**src/inc/mmtu_map.vh**
```
// Purpose: register map and constants of the multi mode timer unit
// Assumes: plain register port, 32-bit data, word-aligned byte addresses
// Notes:   all offsets and fields, and the config, word and core period reset values, live here
//
// Behaviour
// - a core timer raises a periodic software interrupt on each expiry
// - three general-purpose timers each raise interrupts: each period in waveform, each measurement in capture, after period edges in watchdog
// - each general-purpose timer runs in one mode: waveform, width capture or event watchdog
// - core timer can drive the expiry output pin when software enables it
// - each general-purpose timer owns one two-way pin, output or input by mode
// - each general-purpose timer holds a 6-bit config and 32-bit count, period, width
// - one shared control register enables each general-purpose timer independently; the core timer has its own enable bit in its config
`ifndef MMTU_MAP_VH
`define MMTU_MAP_VH

// register offsets (byte addresses)
`define MMTU_CTRL_OFF      8'h00
`define MMTU_CORE_CFG_OFF  8'h04
`define MMTU_CORE_PER_OFF  8'h08
`define MMTU_CORE_CNT_OFF  8'h0c
`define MMTU_IRQ_STAT_OFF  8'h10
`define MMTU_IRQ_MASK_OFF  8'h14
// general timer n sits at base + n * stride
`define MMTU_GPT_BASE      8'h20
`define MMTU_GPT_STRIDE    8'h10
`define MMTU_GPT_CFG_SUB   2'h0
`define MMTU_GPT_CNT_SUB   2'h1
`define MMTU_GPT_PER_SUB   2'h2
`define MMTU_GPT_PWD_SUB   2'h3

// timer configuration fields
`define MMTU_CFG_W         6
`define MMTU_CFG_MODE_LO   0
`define MMTU_CFG_MODE_HI   1
`define MMTU_CFG_POL_BIT   2
`define MMTU_CFG_IRQ_BIT   3
`define MMTU_MODE_OFF      2'h0
`define MMTU_MODE_PWM      2'h1
`define MMTU_MODE_CAPT     2'h2
`define MMTU_MODE_WDOG     2'h3

// core timer config fields
`define MMTU_CORE_EN_BIT   0
`define MMTU_CORE_PIN_BIT  1

// interrupt status layout: bit0 core, bit1..3 general timers, bit4..6 overrun
`define MMTU_IRQ_W         7

// reset values
`define MMTU_CFG_RST       6'h00
`define MMTU_WORD_RST      32'h0000_0000
`define MMTU_CORE_PER_RST  32'h0000_ffff

`endif

```
**src/rtl/mmtu_top.v**
```verilog
// Purpose: multi mode timer unit: core timer plus three general timers
// Assumes: single 125 MHz clock, synchronous active high reset
// Notes:   register port with read data one cycle after the strobe
//
// Implementation choices: the register offsets and the address-and-strobe port.
`timescale 1ns/10ps
`default_nettype none
`include "mmtu_map.vh"

module mmtu_top (
  // clock and reset
  input  wire        i_clk,
  input  wire        i_rst,
  // register port
  input  wire [7:0]  i_addr,
  input  wire [31:0] i_wdata,
  input  wire        i_wr,
  input  wire        i_rd,
  output reg  [31:0] o_rdata,
  // interrupt
  output wire        o_irq,
  // core timer expiry pin
  output reg         o_core_expiry_output_pin,
  // general timer pins, three signals each
  input  wire [2:0]  i_tmr_pin,
  output wire [2:0]  o_tmr_pin,
  output wire [2:0]  o_tmr_pin_oe_n
);

  //////////////////////////////////////////////////////////////////////////
  // registers
  reg [2:0]  ctrl_q;
  reg [1:0]  core_cfg_q;
  reg [31:0] core_per_q;
  reg [31:0] core_cnt_q;
  reg [`MMTU_IRQ_W-1:0] stat_q;
  reg [`MMTU_IRQ_W-1:0] mask_q;
  reg [5:0]  cfg_q    [0:2];
  reg [31:0] per_q    [0:2];
  reg [31:0] pwd_q    [0:2];
  reg [2:0]  pin_s1_q;
  reg [2:0]  pin_s2_q;
  reg        core_evt_q;

  wire [2:0]  gp_evt;
  wire [2:0]  gp_ovr;
  wire [2:0]  cap_vld;
  wire [31:0] gp_cnt   [0:2];
  wire [31:0] cap_per  [0:2];
  wire [31:0] cap_wid  [0:2];
  wire [2:0]  cnt_wr;
  wire        gp_hit;
  wire [1:0]  gp_idx;
  wire [1:0]  gp_sub;
  wire [7:0]  gp_rel;
  wire [`MMTU_IRQ_W-1:0] evt;

  assign gp_rel = i_addr - `MMTU_GPT_BASE;
  assign gp_hit = (i_addr >= `MMTU_GPT_BASE) && (gp_rel < 8'h30) && (i_addr[1:0] == 2'h0);
  assign gp_idx = gp_rel[5:4];
  assign gp_sub = gp_rel[3:2];

  //////////////////////////////////////////////////////////////////////////
  // pin synchroniser: two flops before any logic
  always @(posedge i_clk) begin
    if (i_rst) begin
      // pulled-up idle level, so no false edge follows reset
      pin_s1_q <= 3'h7;
      pin_s2_q <= 3'h7;
    end else begin
      pin_s1_q <= i_tmr_pin;
      pin_s2_q <= pin_s1_q;
    end
  end

  //////////////////////////////////////////////////////////////////////////
  // general timers, one per channel
  genvar g;
  generate
    for (g = 0; g < 3; g = g + 1) begin : gp
      wire wr_sel;
      // compare at full width, the loop index is an integer
      assign wr_sel    = i_wr && gp_hit && ({30'h0, gp_idx} == g);
      assign cnt_wr[g] = wr_sel && (gp_sub == `MMTU_GPT_CNT_SUB);

      always @(posedge i_clk) begin
        if (i_rst) begin
          cfg_q[g] <= `MMTU_CFG_RST;
          per_q[g] <= `MMTU_WORD_RST;
          pwd_q[g] <= `MMTU_WORD_RST;
        end else begin
          if (wr_sel && (gp_sub == `MMTU_GPT_CFG_SUB)) begin
            cfg_q[g] <= i_wdata[5:0];
          end
          // capture mode writes measurements back, hardware wins
          if (cap_vld[g]) begin
            per_q[g] <= cap_per[g];
            pwd_q[g] <= cap_wid[g];
          end else begin
            if (wr_sel && (gp_sub == `MMTU_GPT_PER_SUB)) begin
              per_q[g] <= i_wdata;
            end
            if (wr_sel && (gp_sub == `MMTU_GPT_PWD_SUB)) begin
              pwd_q[g] <= i_wdata;
            end
          end
        end
      end

      mmtu_gp_timer u_tmr (
        .i_clk        (i_clk),
        .i_rst        (i_rst),
        .i_en         (ctrl_q[g]),
        .i_cfg        (cfg_q[g]),
        .i_period     (per_q[g]),
        .i_width      (pwd_q[g]),
        .i_cnt_wr     (cnt_wr[g]),
        .i_cnt_wdata  (i_wdata),
        .i_pin_sync   (pin_s2_q[g]),
        .o_pin_out    (o_tmr_pin[g]),
        .o_pin_oe_n   (o_tmr_pin_oe_n[g]),
        .o_count      (gp_cnt[g]),
        .o_cap_period (cap_per[g]),
        .o_cap_width  (cap_wid[g]),
        .o_cap_valid  (cap_vld[g]),
        .o_event      (gp_evt[g]),
        .o_overrun    (gp_ovr[g])
      );
    end
  endgenerate

  //////////////////////////////////////////////////////////////////////////
  // control, core timer and interrupt registers
  assign evt = {gp_ovr, gp_evt & {cfg_q[2][3], cfg_q[1][3], cfg_q[0][3]}, core_evt_q};

  always @(posedge i_clk) begin
    if (i_rst) begin
      ctrl_q     <= 3'h0;
      core_cfg_q <= 2'h0;
      core_per_q <= `MMTU_CORE_PER_RST;
      core_cnt_q <= `MMTU_WORD_RST;
      core_evt_q <= 1'b0;
      stat_q     <= 7'h00;
      mask_q     <= 7'h00;
      o_core_expiry_output_pin <= 1'b0;
    end else begin
      core_evt_q <= 1'b0;
      if (i_wr && (i_addr == `MMTU_CTRL_OFF)) begin
        ctrl_q <= i_wdata[2:0]; // per timer enable
      end
      if (i_wr && (i_addr == `MMTU_CORE_CFG_OFF)) begin
        core_cfg_q <= i_wdata[1:0];
      end
      if (i_wr && (i_addr == `MMTU_CORE_PER_OFF)) begin
        core_per_q <= i_wdata;
      end
      if (i_wr && (i_addr == `MMTU_IRQ_MASK_OFF)) begin
        mask_q <= i_wdata[6:0];
      end
      // core timer counts down, reloads and interrupts
      if (i_wr && (i_addr == `MMTU_CORE_CNT_OFF)) begin
        core_cnt_q <= i_wdata;
      end else if (core_cfg_q[`MMTU_CORE_EN_BIT]) begin
        if (core_cnt_q == 32'h0) begin
          core_cnt_q <= core_per_q;
          core_evt_q <= 1'b1;
        end else begin
          core_cnt_q <= core_cnt_q - 32'h1;
        end
      end
      // expiry pin pulses one cycle, held low when not selected
      o_core_expiry_output_pin <= core_cfg_q[`MMTU_CORE_PIN_BIT] &&
                                  core_cfg_q[`MMTU_CORE_EN_BIT] &&
                                  (core_cnt_q == 32'h0);
      // write one clears; a same-cycle event wins over the clear
      stat_q <= (stat_q & ~((i_wr && (i_addr == `MMTU_IRQ_STAT_OFF)) ? i_wdata[6:0] : 7'h00))
                | evt;
    end
  end

  assign o_irq = |(stat_q & mask_q);

  //////////////////////////////////////////////////////////////////////////
  // read data, one cycle after the strobe; unmapped reads zero
  always @(posedge i_clk) begin
    if (i_rst) begin
      o_rdata <= 32'h0;
    end else if (i_rd) begin
      if (gp_hit) begin
        case (gp_sub)
          `MMTU_GPT_CFG_SUB: o_rdata <= {26'h0, cfg_q[gp_idx]};
          `MMTU_GPT_CNT_SUB: o_rdata <= gp_cnt[gp_idx];
          `MMTU_GPT_PER_SUB: o_rdata <= per_q[gp_idx];
          default:           o_rdata <= pwd_q[gp_idx];
        endcase
      end else begin
        case (i_addr)
          `MMTU_CTRL_OFF:     o_rdata <= {29'h0, ctrl_q};
          `MMTU_CORE_CFG_OFF: o_rdata <= {30'h0, core_cfg_q};
          `MMTU_CORE_PER_OFF: o_rdata <= core_per_q;
          `MMTU_CORE_CNT_OFF: o_rdata <= core_cnt_q;
          `MMTU_IRQ_STAT_OFF: o_rdata <= {25'h0, stat_q};
          `MMTU_IRQ_MASK_OFF: o_rdata <= {25'h0, mask_q};
          default:            o_rdata <= 32'h0;
        endcase
      end
    end else begin
      o_rdata <= 32'h0;
    end
  end

endmodule
`default_nettype wire

```
**src/rtl/mmtu_gp_timer.v**
```verilog
// Purpose: one general-purpose timer with its own pin
// Assumes: pin input already synchronised by the parent
// Notes:   count wraps to zero at the period register in waveform and watchdog modes, holds at all ones in capture; width in cycles
`timescale 1ns/10ps
`default_nettype none
`include "mmtu_map.vh"

module mmtu_gp_timer (
  // clock and reset
  input  wire        i_clk,
  input  wire        i_rst,
  // control
  input  wire        i_en,
  input  wire [5:0]  i_cfg,
  input  wire [31:0] i_period,
  input  wire [31:0] i_width,
  input  wire        i_cnt_wr,
  input  wire [31:0] i_cnt_wdata,
  // pin
  input  wire        i_pin_sync,
  output reg         o_pin_out,
  output wire        o_pin_oe_n,
  // results
  output wire [31:0] o_count,
  output reg  [31:0] o_cap_period,
  output reg  [31:0] o_cap_width,
  output reg         o_cap_valid,
  output reg         o_event,
  output reg         o_overrun
);

  wire [1:0] mode;
  wire       pol;
  reg [31:0] cnt_q;
  reg        pin_d1_q;
  reg        got_first_q;
  wire       rise;
  wire       fall;
  wire       act_edge;
  wire       end_edge;

  assign mode = i_cfg[`MMTU_CFG_MODE_HI:`MMTU_CFG_MODE_LO];
  assign pol  = i_cfg[`MMTU_CFG_POL_BIT];
  assign o_count = cnt_q;
  // pin is an output only in waveform mode, input otherwise
  assign o_pin_oe_n = ~(i_en && (mode == `MMTU_MODE_PWM));

  assign rise = i_pin_sync & ~pin_d1_q;
  assign fall = ~i_pin_sync & pin_d1_q;
  // polarity picks which edge starts the active phase
  assign act_edge = pol ? fall : rise;
  assign end_edge = pol ? rise : fall;

  //////////////////////////////////////////////////////////////////////////
  always @(posedge i_clk) begin
    if (i_rst) begin
      cnt_q        <= `MMTU_WORD_RST;
      pin_d1_q     <= 1'b1; // pulled-up idle level, no false edge
      got_first_q  <= 1'b0;
      o_pin_out    <= 1'b0;
      o_cap_period <= `MMTU_WORD_RST;
      o_cap_width  <= `MMTU_WORD_RST;
      o_cap_valid  <= 1'b0;
      o_event      <= 1'b0;
      o_overrun    <= 1'b0;
    end else begin
      pin_d1_q    <= i_pin_sync;
      o_event     <= 1'b0;
      o_overrun   <= 1'b0;
      o_cap_valid <= 1'b0;
      if (i_cnt_wr) begin
        cnt_q <= i_cnt_wdata;
      end else if (!i_en) begin
        got_first_q <= 1'b0;
        o_pin_out   <= pol;
      end else begin
        case (mode) // one mode at a time
          `MMTU_MODE_PWM: begin
            // active for width cycles, repeat each period
            if (cnt_q + 32'h1 >= i_period) begin
              cnt_q   <= 32'h0;
              o_event <= 1'b1; // periodic interrupt
            end else begin
              cnt_q <= cnt_q + 32'h1;
            end
            // at the wrap the next count is zero: active unless width is zero
            o_pin_out <= ((cnt_q + 32'h1 >= i_period) ? (i_width != 32'h0)
                                                       : (cnt_q + 32'h1 < i_width)) ^ pol;
          end
          `MMTU_MODE_CAPT: begin
            // measure width and period between active edges
            if (cnt_q != 32'hffff_ffff) begin
              cnt_q <= cnt_q + 32'h1;
            end else begin
              o_overrun <= 1'b1;
            end
            if (end_edge && got_first_q) begin
              o_cap_width <= cnt_q;
            end
            if (act_edge) begin
              cnt_q       <= 32'h1;
              got_first_q <= 1'b1;
              if (got_first_q) begin
                o_cap_period <= cnt_q;
                o_cap_valid  <= 1'b1;
                o_event      <= 1'b1;
              end
            end
          end
          `MMTU_MODE_WDOG: begin
            // events count up; interrupt once period events seen
            if (act_edge) begin
              if (cnt_q + 32'h1 >= i_period) begin
                cnt_q   <= 32'h0;
                o_event <= 1'b1;
              end else begin
                cnt_q <= cnt_q + 32'h1;
              end
            end
          end
          default: begin
            cnt_q <= cnt_q;
          end
        endcase
      end
    end
  end

endmodule
`default_nettype wire

```
**config.mk**
```make
export PLATFORM = sky130hd
export DESIGN_NAME = mmtu_top
export DESIGN_NICKNAME = d
export VERILOG_FILES = /design/src/rtl/mmtu_top.v /design/src/rtl/mmtu_gp_timer.v
export VERILOG_INCLUDE_DIRS = /design/src /design/src/inc
export SDC_FILE = /design/constraint.sdc
export NUM_CORES = 2
export LEC_CHECK = 0
export BUFFER_PORTS_ARGS = -buffer_cell sky130_fd_sc_hd__buf_2
export CAP_MARGIN = 40
export CORE_ASPECT_RATIO = 1.1
export CORE_UTILIZATION = 45
export DETAILED_ROUTE_END_ITERATION = 7
export SLEW_MARGIN = 0
export SYNTH_ARGS = -nofsm -noshare
export SYNTH_HDL_FRONTEND = slang
export SYNTH_SLANG_ARGS = --single-unit
export TNS_END_PERCENT = 1
```
**constraint.sdc**
```tcl
create_clock -name i_clk -period 6.75 [get_ports i_clk]
set_input_delay 0.3375 -clock i_clk [delete_from_list [all_inputs] [get_ports i_clk]]
set_output_delay 0.3375 -clock i_clk [all_outputs]
set_load 0.005 [all_outputs]
```
== After elaboration in Yosys (flattened, before gate mapping) ==
Memory sizes are Yosys's and may differ from the RTL's.
Index checks and enable logic that the tools add are counted.

* Flip-flop bits (word level): 429
* Memory bits (writable): 210
* Input bits: 47
* Output and inout bits: 40
* Logic and storage cells: 346
* Memories: 3

{| class="wikitable"
|+ Memories
! memory !! words !! bits a word !! read ports !! clocked after Yosys merged registers in !! write ports !! line !! RTL
|-
| per_q || 3 || 32 || 4 || 0 || 3 || mmtu_top.v:39 || <nowiki>reg [31:0] per_q [0:2];</nowiki>
|-
| pwd_q || 3 || 32 || 4 || 0 || 3 || mmtu_top.v:40 || <nowiki>reg [31:0] pwd_q [0:2];</nowiki>
|-
| cfg_q || 3 || 6 || 4 || 0 || 3 || mmtu_top.v:38 || <nowiki>reg [5:0] cfg_q [0:2];</nowiki>
|}

* $add $sub $neg: 5
* Magnitude comparators: 9
* Equality and inequality tests: 37
* Mux-type cells: 133
* Bitwise logic cells: 50
* Reduce and logical (&&, ||, !) cells: 71

{| class="wikitable"
|+ Operators with widths
! operator !! number
|-
| two-way mux 32 bit || 36
|-
| one-hot mux 32 bit (3 select lines) || 4
|-
| one-hot mux 32 bit (6 select lines) || 1
|-
| adder 32 x 1 -> 32 bit, second input constant || 3
|-
| >= comparator 32 bit || 3
|-
| less-than comparator 32 bit || 3
|-
| inequality test 32 bit, second input constant || 3
|-
| nonzero test 32 bit || 3
|-
| two-way mux 1 bit || 84
|-
| binary-select mux 32 bit (select 2 bit) || 1
|-
| logical AND 1 bit || 32
|-
| logical NOT 32 bit || 1
|-
| subtractor 32 x 1 -> 32 bit, second input constant || 1
|-
| AND reduction 4 bit || 6
|-
| inverter 1 bit || 20
|-
| equality test 2 bit, second input constant || 9
|-
| two-way mux 6 bit || 3
|-
| inequality test 2 x 1 -> 1 bit, second input constant || 9
|-
| equality test 8 x 4 -> 1 bit, second input constant || 2
|-
| equality test 8 x 5 -> 1 bit, second input constant || 2
|-
| bitwise OR 1 bit || 15
|-
| AND reduction 5 bit || 3
|-
| bitwise AND 7 bit || 2
|-
| inequality test 4 x 1 -> 1 bit, second input constant || 3
|-
| 25 further kinds || 56
|}

== Longest topological paths before layout ==
* Depth in word-level cells: 12
* Gate-level depth with buffers: 21
* Depth with buffers taken out: 18

== Hierarchy ==
Synthesis repeated with hierarchy kept, for this count alone.

* Cells, all modules: 4159
* Area total of the unflattened synthesis: 37104.3 um^2

{| class="wikitable"
|+ By module, submodules not included
! module !! instances !! cells each !! area an instance (um^2)
|-
| mmtu_top || 1 || 1691 || 17252.8
|-
| mmtu_gp_timer at gp[0].u_tmr ... || 2 || 823 || 6561.3
|-
| mmtu_gp_timer at gp[1].u_tmr || 1 || 822 || 6729.0
|}

== Least setup slack after synthesis ==
OpenSTA, ideal clock, no wires.

* Kind: flip-flop to flip-flop
* Start point: register gp[2].u_tmr.cnt_q[0]
* End point: register gp[2].u_tmr.cnt_q[10]
* Arrival time: 4.203 ns
* Setup slack: 2.473 ns
* Stages on the path, launching flop included: 16
* Path buffers: 1
* Cell sequence: dfxtp_1 > ha_1 > and3_1 > nand4_1 > nor3_1 > nand4_1 > xnor2_1 > ha_1 > a21o_1 > a221oi_1 > a21oi_1 > o41a_1 > nor2_1 > clkbuf_1 > nand2_1 > a31oi_1

* Cells in the longest elaborated chain, start to end: 7

{| class="wikitable"
|+ RTL lines
! what !! line !! RTL
|-
| start, declared || mmtu_gp_timer.v:34 || <nowiki>reg [31:0] cnt_q;</nowiki>
|-
| start signal, assigned || mmtu_gp_timer.v:57 || <nowiki>cnt_q <= `MMTU_WORD_RST;</nowiki>
|-
| start signal, assigned || mmtu_gp_timer.v:72 || <nowiki>cnt_q <= i_cnt_wdata;</nowiki>
|-
| start signal, assigned || mmtu_gp_timer.v:84 || <nowiki>cnt_q <= cnt_q + 32'h1;</nowiki>
|-
| adder 32 x 1 -> 32 bit || -- ||
|-
| >= comparator 32 bit || mmtu_gp_timer.v:80, mmtu_gp_timer.v:113 ||
|-
| two-way mux 32 bit || mmtu_gp_timer.v:80, mmtu_gp_timer.v:113 ||
|-
| two-way mux 32 bit || mmtu_gp_timer.v:112 || <nowiki>if (act_edge) begin</nowiki>
|-
| one-hot mux 32 bit (3 select lines) || mmtu_gp_timer.v:77 || <nowiki>case (mode)</nowiki>
|-
| two-way mux 32 bit || mmtu_gp_timer.v:73 || <nowiki>end else if (!i_en) begin</nowiki>
|-
| two-way mux 32 bit || mmtu_gp_timer.v:71 || <nowiki>if (i_cnt_wr) begin</nowiki>
|}

Parallel ways exist; a longest one is shown, timed or not. The select of a mux whose other input is x is not followed.
A chain may end at the register's enable or synchronous reset.

== Worst setup path after layout ==
* Start point: register gp[2].u_tmr.cnt_q[0]
* End point: register gp[2].u_tmr.cnt_q[11]

Same word-level chain as after synthesis.

==> results.json <==
{
  "antenna_found_initial": 3,
  "core_mm2": 0.07752,
  "ys.flop_type": "dfxtp_1",
  "regToRegStartpoint": "gp[2].u_tmr.o_count[0]",
  "worstHoldStart": "i_wdata[26]",
  "drive_gt1_share_pct": 9.550,
  "hp-class": "in -> reg",
  "synth_fp_nets": 4178,
  "critPathArrivalTime_ns": 6.44,
  "crit_fanout": 11,
  "final_antenna_net_count": 0,
  "power_density_mw_per_mm2": 228.9,
  "die_x_um": 269.1,
  "setup_ws_ns": 0.8162,
  "clockBufferDepth": 3,
  "synth_cells": 3936,
  "status": "finished clean",
  "grt_overflow": 0,
  "max-slew-margin-rel_pct": 38.83,
  "fin_setup_tns_ns": 0,
  "gp_congestion": 0.9579,
  "cts_htree_levels": 3,
  "place_ws_ns": 0.9849,
  "synth_area_mm2": 0.03531,
  "grt_pass1_wl_mm": 188.8,
  "drt_iter0_drc": 3489,
  "drtPass1Iterations": 6,
  "cp.required_ns": 7.26,
  "setup_violations": 0,
  "postSynth.asyncResetShare_pct": 0,
  "portBuffers": 86,
  "track_usage_pct": 31.95,
  "clkLatencyLatePin_ns": 0.63,
  "min_period_ns": 5.934,
  "initial_core_util_pct": 45.56,
  "p_leak_nw": 16.29,
  "tritoncts": "built",
  "synth-seq-area-share_pct": 42.18,
  "fin_hold_ws_ns": 0.1387,
  "final_hold_viol_count": 0,
  "drc": 0,
  "worst_slew_pin_slew_ns": 0.9105,
  "cp-end-kind": "register",
  "place_hpwl_mm": 92.18,
  "ir_drop_uv": 199.0,
  "ys_ff_latch": 639,
  "synth.distinct_cells": 80,
  "die_h_um": 295.8,
  "avgRoutedWirePerCell_um": 25.76,
  "setup.worst_path.start": "gp[2].u_tmr.o_count[0]",
  "dieArea_mm2": 0.07960,
  "layoutNonFillerInstCount": 4973,
  "clockRootBuffer": "clkbuf_16",
  "drv_slew": 0,
  "grt_max_degree": 89,
  "numCtsBuffers": 75,
  "rsz0062_at_grt": "no",
  "crit_path_start_kind": "register",
  "min_period_over_period_pct": 87.91,
  "avgSynthCellArea_um2": 8.972,
  "max_freq_mhz": 168.5,
  "cts_resized": 0,
  "dp_cells": 4831,
  "ys_warn_count": 0,
  "clock_skew_ns": 0.01992,
  "ios": 87,
  "syn_to_final_growth_pct": 11.18,
  "fin_nets": 4118,
  "path_clk_slew_ns": 0.07,
  "path_class": "reg -> reg",
  "cts_num_sinks": 639,
  "grt_pass1_vias": 28800,
  "drt-total-wl_mm": 128.1,
  "cap_viol_max_count": 0,
  "vias_per_cell": 6.120,
  "num_rows": 107,
  "synth_edf_count": 210,
  "via_count": 30430
}
-- worst max-delay path, cell delays in order (launching register included) --
cell	delay, ns
dfxtp_1	0.58
ha_1	0.35
and3_1	0.26
nand4_1	0.13
buf_4	0.22
nor3_1	0.76
nand2_1	0.26
xnor2_1	0.24
ha_1	0.31
nand4_1	0.15
nor4_1	0.49
clkdlybuf4s15_2	0.32
o211ai_1	0.11
a21oi_1	0.39
o41a_1	0.34
nor2_1	0.25
buf_4	0.27
a222oi_1	0.30
nor2_1	0.07
-- per-layer routing --
metal / GRT usage, % / up-vias / wire (um)
met2: 50.05 / 1377 / 57420
met3: 4.608 / 210 / 10950
met1: 44.39 / 14800 / 55020
met5: 0 / - / 13
met4: 12.21 / 2 / 4703
li1: - / 14040 / -
-- cell families (layout without fill, tap and decap cells) --
logic type	after synthesis	after routing	synth area share [%]
AOI/OAI and AO/OA	919	919	17.60
xor gates and xnor gates	96	96	2.381
adders and majority gates	195	195	6.909
buffers and inverters	543	544	5.984
DFF	639	639	42.18
muxes	254	254	8.412
other	0	1	0
and+or+nand+nor	1290	1290	16.54
-- final timing paths --
kind	endpoint	slack, ns	cells after the start
max reg2reg	gp[2].u_tmr.o_count[11]	0.82	18
min reg2reg	pin_s2_q[1]	0.41	1
min	core_cnt_q[26]	0.14	3
max	gp[2].u_tmr.o_count[11]	0.82	18
-- per-stage QoR --
| stage | util (%) | power [mW] | area [um2] |
|---|---|---|---|
| 6_report | 50.65 | 8.985 | 39260 |
| 5_1_grt | 50.64 | 9.191 | 39260 |
| 4_1_cts | 50.64 | 9.005 | 39260 |
| 3_5_place_dp | 47.32 | 4.756 | 36680 |
| 3_3_place_gp | 46.99 | 4.748 | 36420 |
| 2_1_floorplan | - | 4.489 | 35310 |
-- placed cells by master (no fill, tap or decap), types with 40 or more instances in the layout --
cell       synthesis  layout
buf_4              8      72
nand2_1          490     490
a22o_1           193     193
buf_2             29      89
o21ai_0          109     109
nor2_1           354     345
a21oi_1          306     305
dfxtp_1          429     428
and3_1            42      41
a22oi_1           45      45
nand4_1           55      55
xnor2_1           62      62
nor3_1            55      51
mux2i_1          218     218
edfxtp_1         210     210
inv_1            226     226
clkbuf_16          0      76
nand3_1          133     132
ha_1             195     195
a21o_1            40      40
-- layout make-up --
class,count,area [um2]
multi-input combinational,2754,18410
sequential,639,14900
fill,7326,38260
antenna,1,2.502
inverter,228,855.8
tap,1035,1295
clock inverter,45,539.3
timing repair buffer,178,1260
clock buffer,93,2006
-- Yosys cell counts (62+ instances only) --
| library cell | count | share of area [%] |
|---|---|---|
| ha_1 | 195 | 6.9 |
| inv_1 | 226 | 2.4 |
| nand3_1 | 133 | 1.9 |
| a21oi_1 | 306 | 4.3 |
| clkbuf_1 | 253 | 2.7 |
| edfxtp_1 | 210 | 18 |
| dfxtp_1 | 429 | 24 |
| mux2i_1 | 218 | 6.2 |
| xnor2_1 | 62 | 1.5 |
| a22o_1 | 193 | 4.8 |
| o21ai_0 | 109 | 1.5 |
| nor2_1 | 354 | 3.8 |
| nand2_1 | 490 | 5.2 |
-- power breakdown --
group | internal [mW] | switching, mW | total, mW
logic | 0.161 | 0.414 | 0.575
clock network | 2.54 | 1.75 | 4.29
registers | 4.04 | 0.0793 | 4.12
-- sequential cells by signal, indices dropped and copies added, names as in the netlist, 18 cells and up --
signal	cells
cfg_q	18
core_cnt_q	32
core_per_q	32
gp.u_tmr.o_cap_period	96
gp.u_tmr.o_cap_width	96
gp.u_tmr.o_count	96
o_rdata	32
per_q	96
pwd_q	96
-- what timing repair did --
| action | in CTS | in global routing |
|---|---|---|
| hold buffers | 3 | 0 |
| setup buffers | 0 | 0 |
| hold endpoints to repair | 3 | 0 |
No activity file was read; power rests on OpenSTA's default activity.
